**config.mk**
```make
export PLATFORM = sky130hd
export DESIGN_NAME = ccu_capture_compare_unit
export DESIGN_NICKNAME = d
export VERILOG_FILES = /design/src/design/unused_placeholder_none.sv /design/src/design/ccu_pkg.sv /design/src/design/ccu_tb_if.sv /design/src/design/ccu_capture_compare_unit.sv /design/src/design/ccu_time_base.sv
export SDC_FILE = /design/constraint.sdc
export NUM_CORES = 2
export LEC_CHECK = 0
export ABC_AREA = 1
export ABC_CLOCK_PERIOD_IN_PS = 5200
export BUFFER_PORTS_ARGS = -buffer_cell sky130_fd_sc_hd__clkbuf_2
export CAP_MARGIN = 5
export CORE_MARGIN = 3
export CORE_UTILIZATION = 41
export CTS_CLUSTER_DIAMETER = 200
export DETAILED_ROUTE_END_ITERATION = 12
export PLACE_DENSITY = 0.62
export SLEW_MARGIN = 5
export SYNTH_ARGS = -nofsm -noshare
export SYNTH_HDL_FRONTEND = slang
export SYNTH_SLANG_ARGS = --single-unit
```
**constraint.sdc**
```tcl
create_clock -name clk -period 5.2 [get_ports clk]
set_clock_uncertainty 0.15 [all_clocks]
set_input_delay 1.56 -clock clk [delete_from_list [all_inputs] [get_ports clk]]
set_output_delay 1.56 -clock clk [all_outputs]
set_load 0.005 [all_outputs]
```
**src/design/unused_placeholder_none.sv**
```systemverilog
// Intentionally empty design note file
`timescale 1ns/1ns
`default_nettype none
`default_nettype wire

```
**src/design/ccu_pkg.sv**
```systemverilog
// Capture/compare unit package: register map, fields and encodings
package ccu_pkg;
	localparam int NCH = 16;
	localparam int NPIN = 10;
	localparam int NTB = 2;
	localparam int TW = 16;
	localparam int AW = 8;
	localparam int TBC_W = 4;
	localparam int CHC_W = 7;
	localparam int ISTAT_W = 18;
	localparam logic [2:0] STAG_LAST = 3'h7;
	localparam logic [15:0] TB_MAX = 16'hffff;
	// ---------------------------------------------------------------
	// Register offsets
	// ---------------------------------------------------------------
	localparam logic [7:0] A_TB_CTRL = 8'h00;
	localparam logic [7:0] A_TB_COUNT = 8'h04;
	localparam logic [7:0] A_TB_RELOAD = 8'h08;
	localparam logic [7:0] TB_STRIDE = 8'h10;
	localparam logic [7:0] A_GCTRL = 8'h20;
	localparam logic [7:0] A_ISTAT = 8'h24;
	localparam logic [7:0] A_IMASK = 8'h28;
	localparam logic [7:0] A_CH_CTRL = 8'h40;
	localparam logic [7:0] A_CH_VAL = 8'h80;
	localparam logic [7:0] A_CH_END = 8'hc0;
	// ---------------------------------------------------------------
	// Field positions
	// ---------------------------------------------------------------
	localparam int TBC_RUN = 0;
	localparam int TBC_SEL_LO = 1;
	localparam int TBC_SEL_HI = 3;
	localparam int CHC_TB = 0;
	localparam int CHC_MODE_LO = 1;
	localparam int CHC_MODE_HI = 3;
	localparam int CHC_RISE = 4;
	localparam int CHC_FALL = 5;
	localparam int CHC_ONCE = 6;
	localparam int CHC_DONE = 7;
	localparam int GC_STAG = 0;
	localparam int IRQ_OVF_LO = 16;
	localparam logic [1:0] RESP_OKAY = 2'h0;
	localparam logic [1:0] RESP_SLVERR = 2'h2;
	// ---------------------------------------------------------------
	// Encodings
	// ---------------------------------------------------------------
	typedef enum logic [2:0] {
		CCU_OFF, CCU_CAPTURE, CCU_CMP0, CCU_CMP1, CCU_CMP2, CCU_CMP3,
		CCU_DOUBLE
	} ccu_mode_t;
	typedef enum logic [2:0] {
		CCU_DIV1, CCU_DIV2, CCU_DIV4, CCU_DIV8, CCU_GPT, CCU_EXT
	} ccu_clksel_t;
	typedef enum logic [3:0] {
		K_NONE, K_TBCTRL, K_TBCNT, K_TBREL, K_GCTRL, K_ISTAT, K_IMASK,
		K_CHCTRL, K_CHVAL
	} ccu_kind_t;
	typedef struct packed {
		ccu_kind_t kind;
		logic [3:0] idx;
	} ccu_dec_t;
endpackage

```
**src/design/ccu_tb_if.sv**
```systemverilog
// Link between the unit core and one time base
`timescale 1ns/1ns
`default_nettype none
interface ccu_tb_if;
	logic run;
	logic [2:0] sel;
	logic stag_en;
	logic gp_ovf;
	logic ext_tick;
	logic [15:0] reload;
	logic wr_cnt;
	logic [15:0] wr_data;
	logic [15:0] value;
	logic upd;
	logic ovf;
	modport tb(input run, sel, stag_en, gp_ovf, ext_tick, reload, wr_cnt,
		wr_data, output value, upd, ovf);
	modport core(output run, sel, stag_en, gp_ovf, ext_tick, reload,
		wr_cnt, wr_data, input value, upd, ovf);
endinterface
`default_nettype wire

```
**src/design/ccu_capture_compare_unit.sv**
```systemverilog
// Capture/compare unit: two time bases, 16 channels, AXI4-Lite registers
//
// Functional notes
// 16 channels, 1-cycle or staggered 8-cycle resolution
// Two 16-bit time bases with reload registers
// Time base clock from prescaler or timer overflow
// First time base can count external events
// Each channel picks time base and capture/compare
// Ten channels own one capture/compare pin
// Mode 0: interrupt on every match
// Mode 1: pin toggles on every match
// Mode 2: one match interrupt per period
// Mode 3: pin set on match, cleared on overflow
// Double mode: two registers toggle one pin
// Single-event option stops after one event (the code stops compare matches only; captures continue while set)
// Capture latches time base on pin event
// Each capture raises the channel interrupt
// Capture edge rising, falling or both
// Compare channels match continuously against time base
// Overflow reloads counter from reload register
// Capture pin levels held one counting step
//
// Our own choices: register access over AXI4-Lite and the register offsets.
`timescale 1ns/1ns
`default_nettype none
module ccu_capture_compare_unit (
	// Clock and reset
	input wire logic clk,
	input wire logic reset,
	// AXI4-Lite slave
	input wire logic [7:0] s_axi_awaddr,
	input wire logic s_axi_awvalid,
	output logic s_axi_awready,
	input wire logic [31:0] s_axi_wdata,
	input wire logic [3:0] s_axi_wstrb,
	input wire logic s_axi_wvalid,
	output logic s_axi_wready,
	output logic [1:0] s_axi_bresp,
	output logic s_axi_bvalid,
	input wire logic s_axi_bready,
	input wire logic [7:0] s_axi_araddr,
	input wire logic s_axi_arvalid,
	output logic s_axi_arready,
	output logic [31:0] s_axi_rdata,
	output logic [1:0] s_axi_rresp,
	output logic s_axi_rvalid,
	input wire logic s_axi_rready,
	// Channel pins
	input wire logic [9:0] cc_pin_i,
	output logic [9:0] cc_pin_o,
	output logic [9:0] cc_pin_oe,
	// Count sources
	input wire logic ext_count_i,
	input wire logic gp_timer_ovf,
	// Interrupt
	output logic irq
);
	localparam int NCH = ccu_pkg::NCH;
	localparam int NPIN = ccu_pkg::NPIN;
	localparam int HALF = NCH / 2;

	logic [3:0] tb_ctrl_q [ccu_pkg::NTB];
	logic [15:0] tb_rel_q [ccu_pkg::NTB];
	logic [15:0] tb_val [ccu_pkg::NTB];
	logic [1:0] tb_upd;
	logic [1:0] tb_ovf;
	logic gctrl_q;
	logic [2:0] stag_cnt_q;
	logic stag_en;
	logic [6:0] ch_ctrl_q [NCH];
	logic [15:0] ch_val_q [NCH];
	ccu_pkg::ccu_mode_t ch_md [NCH];
	logic ch_tb [NCH];
	logic [NCH-1:0] once_q;
	logic [NCH-1:0] per_q;
	logic [NCH-1:0] fire;
	logic [NCH-1:0] cap;
	logic [NPIN-1:0] pin_q;
	logic [NPIN-1:0] pin_s1_q;
	logic [NPIN-1:0] pin_s2_q;
	logic [NPIN-1:0] pin_s3_q;
	logic ext_s1_q;
	logic ext_s2_q;
	logic ext_s3_q;
	logic [17:0] istat_q;
	logic [17:0] imask_q;
	logic [17:0] ev;
	logic wr_fire;
	logic rd_fire;
	logic bvalid_q;
	logic [1:0] bresp_q;
	logic rvalid_q;
	logic [1:0] rresp_q;
	logic [31:0] rdata_q;
	ccu_pkg::ccu_dec_t wdec;
	ccu_pkg::ccu_dec_t rdec;
	logic [31:0] wm;

	// ---------------------------------------------------------------
	// Decode and register read
	// ---------------------------------------------------------------
	function automatic ccu_pkg::ccu_dec_t ccu_decode(input logic [7:0] a);
		ccu_pkg::ccu_dec_t d;
		logic [7:0] o;
		d.kind = ccu_pkg::K_NONE;
		d.idx = a[5:2];
		o = a & ~ccu_pkg::TB_STRIDE;
		if (a[1:0] != 2'h0)
			d.kind = ccu_pkg::K_NONE;
		else if (a >= ccu_pkg::A_CH_VAL && a < ccu_pkg::A_CH_END)
			d.kind = ccu_pkg::K_CHVAL;
		else if (a >= ccu_pkg::A_CH_CTRL && a < ccu_pkg::A_CH_VAL)
			d.kind = ccu_pkg::K_CHCTRL;
		else if (a == ccu_pkg::A_GCTRL)
			d.kind = ccu_pkg::K_GCTRL;
		else if (a == ccu_pkg::A_ISTAT)
			d.kind = ccu_pkg::K_ISTAT;
		else if (a == ccu_pkg::A_IMASK)
			d.kind = ccu_pkg::K_IMASK;
		else if (a < ccu_pkg::A_GCTRL) begin
			d.idx = {3'h0, (a & ccu_pkg::TB_STRIDE) != 8'h00};
			if (o == ccu_pkg::A_TB_CTRL)
				d.kind = ccu_pkg::K_TBCTRL;
			else if (o == ccu_pkg::A_TB_COUNT)
				d.kind = ccu_pkg::K_TBCNT;
			else if (o == ccu_pkg::A_TB_RELOAD)
				d.kind = ccu_pkg::K_TBREL;
		end
		return d;
	endfunction

	function automatic logic [31:0] ccu_read(input ccu_pkg::ccu_dec_t d);
		logic [31:0] r;
		r = 32'h0000_0000;
		case (d.kind)
			ccu_pkg::K_TBCTRL: r = 32'(tb_ctrl_q[d.idx[0]]);
			ccu_pkg::K_TBCNT: r = 32'(tb_val[d.idx[0]]);
			ccu_pkg::K_TBREL: r = 32'(tb_rel_q[d.idx[0]]);
			ccu_pkg::K_GCTRL: r = 32'(gctrl_q);
			ccu_pkg::K_ISTAT: r = 32'(istat_q);
			ccu_pkg::K_IMASK: r = 32'(imask_q);
			ccu_pkg::K_CHCTRL: r = 32'({once_q[d.idx], ch_ctrl_q[d.idx]});
			ccu_pkg::K_CHVAL: r = 32'(ch_val_q[d.idx]);
			default: r = 32'h0000_0000;
		endcase
		return r;
	endfunction

	function automatic logic [31:0] ccu_merge(input logic [31:0] o,
		input logic [31:0] n, input logic [3:0] s);
		logic [31:0] r;
		r = o;
		for (int b = 0; b < 4; b++)
			if (s[b])
				r[b*8 +: 8] = n[b*8 +: 8];
		return r;
	endfunction

	// ---------------------------------------------------------------
	// AXI4-Lite slave
	// ---------------------------------------------------------------
	assign wdec = ccu_decode(s_axi_awaddr);
	assign rdec = ccu_decode(s_axi_araddr);
	always_comb begin
		wm = ccu_merge(ccu_read(wdec), s_axi_wdata, s_axi_wstrb);
	end
	assign wr_fire = s_axi_awvalid && s_axi_wvalid && !bvalid_q;
	assign rd_fire = s_axi_arvalid && !rvalid_q;
	assign s_axi_awready = wr_fire;
	assign s_axi_wready = wr_fire;
	assign s_axi_arready = rd_fire;
	assign s_axi_bvalid = bvalid_q;
	assign s_axi_bresp = bresp_q;
	assign s_axi_rvalid = rvalid_q;
	assign s_axi_rresp = rresp_q;
	assign s_axi_rdata = rdata_q;

	always_ff @(posedge clk) begin
		if (reset) begin
			bvalid_q <= 1'b0;
			bresp_q <= ccu_pkg::RESP_OKAY;
		end else if (wr_fire) begin
			bvalid_q <= 1'b1;
			bresp_q <= wdec.kind == ccu_pkg::K_NONE ?
				ccu_pkg::RESP_SLVERR : ccu_pkg::RESP_OKAY;
		end else if (s_axi_bready)
			bvalid_q <= 1'b0;
	end

	always_ff @(posedge clk) begin
		if (reset) begin
			rvalid_q <= 1'b0;
			rresp_q <= ccu_pkg::RESP_OKAY;
			rdata_q <= 32'h0000_0000;
		end else if (rd_fire) begin
			rvalid_q <= 1'b1;
			rdata_q <= ccu_read(rdec);
			rresp_q <= rdec.kind == ccu_pkg::K_NONE ?
				ccu_pkg::RESP_SLVERR : ccu_pkg::RESP_OKAY;
		end else if (s_axi_rready)
			rvalid_q <= 1'b0;
	end

	// ---------------------------------------------------------------
	// Configuration registers
	// ---------------------------------------------------------------
	always_ff @(posedge clk) begin
		if (reset) begin
			gctrl_q <= 1'b0;
			imask_q <= '0;
			for (int j = 0; j < ccu_pkg::NTB; j++) begin
				tb_ctrl_q[j] <= 4'h0;
				tb_rel_q[j] <= 16'h0000;
			end
		end else if (wr_fire) begin
			if (wdec.kind == ccu_pkg::K_GCTRL)
				gctrl_q <= wm[ccu_pkg::GC_STAG];
			if (wdec.kind == ccu_pkg::K_IMASK)
				imask_q <= wm[ccu_pkg::ISTAT_W-1:0];
			if (wdec.kind == ccu_pkg::K_TBCTRL)
				tb_ctrl_q[wdec.idx[0]] <= wm[ccu_pkg::TBC_W-1:0];
			if (wdec.kind == ccu_pkg::K_TBREL)
				tb_rel_q[wdec.idx[0]] <= wm[ccu_pkg::TW-1:0];
		end
	end

	always_ff @(posedge clk) begin
		if (reset) begin
			for (int i = 0; i < NCH; i++)
				ch_ctrl_q[i] <= 7'h00;
		end else if (wr_fire && wdec.kind == ccu_pkg::K_CHCTRL)
			ch_ctrl_q[wdec.idx] <= wm[ccu_pkg::CHC_W-1:0];
	end

	// ---------------------------------------------------------------
	// Input synchronisers and stagger divider
	// ---------------------------------------------------------------
	always_ff @(posedge clk) begin
		if (reset) begin
			pin_s1_q <= '0;
			pin_s2_q <= '0;
			pin_s3_q <= '0;
			ext_s1_q <= 1'b0;
			ext_s2_q <= 1'b0;
			ext_s3_q <= 1'b0;
		end else begin
			pin_s1_q <= cc_pin_i;
			pin_s2_q <= pin_s1_q;
			pin_s3_q <= pin_s2_q;
			ext_s1_q <= ext_count_i;
			ext_s2_q <= ext_s1_q;
			ext_s3_q <= ext_s2_q;
		end
	end

	always_ff @(posedge clk) begin
		if (reset)
			stag_cnt_q <= 3'h0;
		else
			stag_cnt_q <= stag_cnt_q + 3'h1;
	end

	assign stag_en = !gctrl_q || stag_cnt_q == ccu_pkg::STAG_LAST;

	// ---------------------------------------------------------------
	// Time bases
	// ---------------------------------------------------------------
	ccu_tb_if tb_if [ccu_pkg::NTB] ();

	for (genvar g = 0; g < ccu_pkg::NTB; g++) begin : g_tb
		assign tb_if[g].run = tb_ctrl_q[g][ccu_pkg::TBC_RUN];
		assign tb_if[g].sel =
			tb_ctrl_q[g][ccu_pkg::TBC_SEL_HI:ccu_pkg::TBC_SEL_LO];
		assign tb_if[g].stag_en = stag_en;
		assign tb_if[g].gp_ovf = gp_timer_ovf;
		assign tb_if[g].ext_tick = (g == 0) && ext_s2_q && !ext_s3_q;
		assign tb_if[g].reload = tb_rel_q[g];
		assign tb_if[g].wr_cnt = wr_fire &&
			wdec.kind == ccu_pkg::K_TBCNT && wdec.idx[0] == 1'(g);
		assign tb_if[g].wr_data = wm[ccu_pkg::TW-1:0];
		assign tb_val[g] = tb_if[g].value;
		assign tb_upd[g] = tb_if[g].upd;
		assign tb_ovf[g] = tb_if[g].ovf;
		ccu_time_base u_tb (
			.clk(clk),
			.reset(reset),
			.bus(tb_if[g])
		);
	end

	// ---------------------------------------------------------------
	// Channel match and capture
	// ---------------------------------------------------------------
	for (genvar i = 0; i < NCH; i++) begin : g_ch
		logic hit;
		logic hit2;
		logic lim;
		assign ch_tb[i] = ch_ctrl_q[i][ccu_pkg::CHC_TB];
		assign ch_md[i] = ccu_pkg::ccu_mode_t'(
			ch_ctrl_q[i][ccu_pkg::CHC_MODE_HI:ccu_pkg::CHC_MODE_LO]);
		assign hit = tb_upd[ch_tb[i]] && tb_val[ch_tb[i]] == ch_val_q[i];
		if (i < HALF) begin : g_pair
			assign hit2 = hit || (tb_upd[ch_tb[i]] &&
				tb_val[ch_tb[i]] == ch_val_q[i+HALF]);
		end else begin : g_solo
			assign hit2 = hit;
		end
		assign lim = ch_md[i] == ccu_pkg::CCU_CMP2 ||
			ch_md[i] == ccu_pkg::CCU_CMP3;
		assign fire[i] = ch_md[i] inside {ccu_pkg::CCU_CMP0,
			ccu_pkg::CCU_CMP1, ccu_pkg::CCU_CMP2, ccu_pkg::CCU_CMP3,
			ccu_pkg::CCU_DOUBLE} && !once_q[i] && !(lim && per_q[i]) &&
			(ch_md[i] == ccu_pkg::CCU_DOUBLE ? hit2 : hit);
		if (i < NPIN) begin : g_cap
			assign cap[i] = ch_md[i] == ccu_pkg::CCU_CAPTURE && (
				(ch_ctrl_q[i][ccu_pkg::CHC_RISE] &&
				pin_s2_q[i] && !pin_s3_q[i]) ||
				(ch_ctrl_q[i][ccu_pkg::CHC_FALL] &&
				!pin_s2_q[i] && pin_s3_q[i]));
			assign cc_pin_o[i] = pin_q[i];
			assign cc_pin_oe[i] = ch_md[i] inside {ccu_pkg::CCU_CMP1,
				ccu_pkg::CCU_CMP3, ccu_pkg::CCU_DOUBLE};
		end else begin : g_nocap
			assign cap[i] = 1'b0;
		end
	end

	// ---------------------------------------------------------------
	// Channel state
	// ---------------------------------------------------------------
	always_ff @(posedge clk) begin
		if (reset) begin
			for (int i = 0; i < NCH; i++)
				ch_val_q[i] <= 16'h0000;
		end else begin
			for (int i = 0; i < NCH; i++)
				if (cap[i])
					ch_val_q[i] <= tb_val[ch_tb[i]];
				else if (wr_fire && wdec.kind == ccu_pkg::K_CHVAL &&
					wdec.idx == 4'(i))
					ch_val_q[i] <= wm[ccu_pkg::TW-1:0];
		end
	end

	always_ff @(posedge clk) begin
		if (reset) begin
			per_q <= '0;
			once_q <= '0;
		end else begin
			for (int i = 0; i < NCH; i++) begin
				if (fire[i])
					per_q[i] <= 1'b1;
				else if (tb_ovf[ch_tb[i]] || (wr_fire &&
					wdec.kind == ccu_pkg::K_CHCTRL && wdec.idx == 4'(i)))
					per_q[i] <= 1'b0;
				if (fire[i] && ch_ctrl_q[i][ccu_pkg::CHC_ONCE])
					once_q[i] <= 1'b1;
				else if (wr_fire && wdec.kind == ccu_pkg::K_CHCTRL &&
					wdec.idx == 4'(i))
					once_q[i] <= 1'b0;
			end
		end
	end

	always_ff @(posedge clk) begin
		if (reset)
			pin_q <= '0;
		else begin
			for (int i = 0; i < NPIN; i++)
				if (fire[i] && ch_md[i] inside {ccu_pkg::CCU_CMP1,
					ccu_pkg::CCU_DOUBLE})
					pin_q[i] <= !pin_q[i];
				else if (fire[i] && ch_md[i] == ccu_pkg::CCU_CMP3)
					pin_q[i] <= 1'b1;
				else if (ch_md[i] == ccu_pkg::CCU_CMP3 && tb_ovf[ch_tb[i]])
					pin_q[i] <= 1'b0;
		end
	end

	// ---------------------------------------------------------------
	// Interrupt status
	// ---------------------------------------------------------------
	assign ev = {tb_ovf, fire | cap};

	always_ff @(posedge clk) begin
		if (reset)
			istat_q <= '0;
		else if (wr_fire && wdec.kind == ccu_pkg::K_ISTAT)
			istat_q <= (istat_q & ~wm[ccu_pkg::ISTAT_W-1:0]) | ev;
		else
			istat_q <= istat_q | ev;
	end

	assign irq = |(istat_q & imask_q);

	for (genvar i = 0; i < NPIN; i++) begin : g_chk

	end
endmodule
`default_nettype wire

```
**src/design/ccu_time_base.sv**
```systemverilog
// Reloadable 16-bit time base with clock source selection
`timescale 1ns/1ns
`default_nettype none
module ccu_time_base (
	// Clock and reset
	input wire logic clk,
	input wire logic reset,
	// Core link
	ccu_tb_if.tb bus
);
	logic [2:0] pre_q;
	logic [2:0] msk;
	logic step;
	logic [15:0] cnt_q;
	logic upd_q;
	logic ovf_q;

	// ---------------------------------------------------------------
	// Prescaler and source select
	// ---------------------------------------------------------------
	always_ff @(posedge clk) begin
		if (reset)
			pre_q <= 3'h0;
		else if (bus.stag_en)
			pre_q <= pre_q + 3'h1;
	end

	always_comb begin
		msk = 3'((4'h1 << bus.sel[1:0]) - 4'h1);
		case (ccu_pkg::ccu_clksel_t'(bus.sel))
			ccu_pkg::CCU_DIV1, ccu_pkg::CCU_DIV2,
			ccu_pkg::CCU_DIV4, ccu_pkg::CCU_DIV8:
				step = bus.stag_en && ((pre_q & msk) == msk);
			ccu_pkg::CCU_GPT: step = bus.gp_ovf;
			ccu_pkg::CCU_EXT: step = bus.ext_tick;
			default: step = 1'b0;
		endcase
		step = step && bus.run && !bus.wr_cnt;
	end

	// ---------------------------------------------------------------
	// Counter
	// ---------------------------------------------------------------
	always_ff @(posedge clk) begin
		if (reset)
			cnt_q <= 16'h0000;
		else if (bus.wr_cnt)
			cnt_q <= bus.wr_data;
		else if (step && cnt_q == ccu_pkg::TB_MAX)
			cnt_q <= bus.reload;
		else if (step)
			cnt_q <= cnt_q + 16'h0001;
	end

	always_ff @(posedge clk) begin
		if (reset) begin
			upd_q <= 1'b0;
			ovf_q <= 1'b0;
		end else begin
			upd_q <= step;
			ovf_q <= step && cnt_q == ccu_pkg::TB_MAX;
		end
	end

	assign bus.value = cnt_q;
	assign bus.upd = upd_q;
	assign bus.ovf = ovf_q;
endmodule
`default_nettype wire

```
==> flow_summary.ini <==
[timing]
finalSetupViolations = 0
max_freq_mhz = 217
final_hold_viol_count = 0
grt_setup_unrepaired = false
worst_pin_slew_ns = 1.35
worst_slack_ns = 0.590
timing.final.crit_share_pct = 88.7
tns_ns = 0
worst_hold_slack_ns = 0.251
fin_crit_ns = 4.61
max_slew_margin_pct = 9.39
maxSlewViolCount = 0

[clocking]
cts_resized = 0
cts_tree = done
cts_sinks = 587
clk_pin_slew_worst_paths_ns = 0.06
clk_latency_ns = 0.69
hold_buffers = 0
clock_path_buffers = 3
cts-buffers-inserted = 75
cts_setup_buffers = 0
cts-htree-levels = 3
cts-root-buf = clkbuf_16

[floorplan]
io_pins = 133
initial_core_util_pct = 41.5
rows = 117
core_area_um2 = 102000
die_w_um = 327
die_area_um2 = 107000
die_h_um = 327

[synthesis]
yosysSeqAreaShare_pct = 37.4
synth-edff-count = 408
synth_flop_cell = edfxtp_1
ys_async_sr_fraction_pct = 0
postSynthCellCount = 6102
syn_area_um2 = 42400
synthDistinctLibCells = 60
ys_warn_count = 0
ys_ff_latch = 587
syn_area_per_cell_um2 = 6.94

[grt]
grt_max_degree = 95
grt_pass1_wl_mm = 343
grt_pass1_vias = 42900
grt_util_all_layers_pct = 46.0
overflow = 0
antenna_found_initial = 17

[route]
wl_per_cell_um = 33.0
drt_iter0_markers = 8250
routed_wirelength_mm = 254
route.detailed.drc = 0
vias = 48100
first_pass_iters = 9
ant_nets = 0
vias_per_cell = 6.25

[setup_path]
setup.worst_path.class = input port to flip-flop
worstPathCellList = clkbuf_2, inv_2, nand2_4, inv_2, a21oi_4, clkinv_2, buf_12, buf_4, o21ai_0, a21oi_1, o21bai_1, nand3_1, nand3_1, nand2_1, nand2_1, inv_1, o21ai_0, buf_4
end_kind = flip-flop
critPathMaxStageDelay_ns = 0.40
worstPathArrival_ns = 5.00
crit_fanout = 15
regToRegStartpoint = g_tb[0].u_tb.bus.value[1]
cp-startpoint = s_axi_awaddr[5]
cp-start-kind = input port
cp.required_ns = 5.59
cpMaxStageDelayCell = o21bai_1

[place]
pre_cts_ws_ns = 0.0644
gp_congestion = 1.09
port_buffers = 101
hpwl_mm = 194
postPlaceCellArea_um2 = 46100

[finish]
fillCellCount = 10600
multi_input_area_um2 = 21900
regArea_um2 = 15800
finalInstanceArea_um2 = 48700
drive_gt1_share_pct = 10.6
nets = 6353
area_growth_pct = 14.9

[pwr]
power_mw = 13.2
p_per_area_nw_per_um2 = 272
peakVddDrop_mv = 0.280
p_leak_nw = 20.6

[job]
maxCapViolations = 0

[min_path]
hold_path.class = flip-flop to flip-flop
worstHoldStart = pin_s1_q[1]

[run_status]
status = finished, final reports clean
==> power breakdown <==
part | internal (mW) | leakage, nW | switching, mW | total, mW
logic | 0.600 | 13.7 | 1.62 | 2.22
clock network | 3.27 | 1.26 | 2.36 | 5.63
registers | 5.16 | 5.64 | 0.231 | 5.39
==> through the flow <==
stage,std cells,util (%)
after floorplan,6117,-
after global placement,7551,45.1
after detailed placement,7551,45.1
after CTS,7688,47.6
after global routing,7688,47.6
final,7702,47.6
==> final timing paths <==
check                               endpoint  slack [ns]  cells past startpoint
setup / recovery              ch_val_q[9][3]        0.59                     18
hold / removal                   pin_s2_q[1]        0.25                      2
setup reg to reg  g_tb[0].u_tb.bus.value[15]        1.10                     18
hold reg to reg                  pin_s2_q[1]        0.25                      2
==> worst max-delay path: cells and delay by family <==
kind            cells  cell delay, ns
buf+inv             8            1.47
compound gates      5            1.17
simple gates        5            0.77
==> cell usage in the layout, fill, tap and decap left out, drive strengths merged, types with 20 or more instances in the layout <==
master   count
nor2       463
nor4        36
inv        753
o21ai      798
clkbuf     197
xor2       198
ha          22
clkinv      37
xnor2       27
a21oi      377
or2         20
edfxtp     408
nand3      414
dfxtp      179
nand2     1413
nor3        66
o2111ai     23
nand4       52
buf        374
o22ai      103
o211ai     172
and3        20
a211oi      28
==> cells by family (layout without fill, tap and decap cells) <==
logic type / after synthesis / in the layout / share of synthesized area [%]
xor+xnor: 225 / 225 / 4.65
compound gates: 1600 / 1600 / 21.3
other cells: 1 / 30 / 0.00885
simple gates: 2498 / 2498 / 24.7
fa+ha+maj: 22 / 22 / 0.650
buf+inv: 1169 / 1372 / 11.3
flops: 587 / 587 / 37.4
==> metal layers <==
| layer | part of all wire, % | global-route usage, % | wire, µm |
|---|---|---|---|
| met2 | 40 | 64.7 | 103000 |
| met5 | 0.16 | 0 | 416 |
| met3 | 14 | 14.6 | 34800 |
| met4 | 8.8 | 33.5 | 22400 |
| met1 | 37 | 58.9 | 94000 |
==> cell usage after synthesis, types with 89 or more instances <==
library cell,number,area [µm²]
a21oi_1,376,1880
buf_2,102,510
clkbuf_1,232,871
dfxtp_1,179,3580
edfxtp_1,408,12300
inv_1,736,2760
nand2_1,1395,5240
nand3_1,411,2060
nor2_1,457,1720
o211ai_1,172,1290
o21ai_0,709,3550
o21ai_1,89,445
o22ai_1,103,644
xor2_1,198,1730
==> layout make-up <==
cell class	count	area share (%)
Antenna cell	14	0.0720
Tap cell	1368	3.52
Clock inverter	40	0.949
Timing Repair Buffer	474	7.76
Sequential cell	587	32.5
Inverter	761	5.89
Multi-Input combinational cell	4361	45.0
Clock buffer	97	4.32
==> flip-flops by register name, indices dropped and copies added, names as in the netlist, 3 cells and up <==
register / cells
cc_pin_o: 10
ch_ctrl_q: 112
ch_val_q: 256
g_tb.u_tb.bus.value: 32
g_tb.u_tb.pre_q: 6
imask_q: 18
istat_q: 18
once_q: 16
per_q: 16
pin_s1_q: 10
pin_s2_q: 10
pin_s3_q: 10
s_axi_rdata: 18
stag_cnt_q: 3
tb_ctrl_q: 8
tb_rel_q: 32
Note: power is estimated with default switching activity, not from simulation.
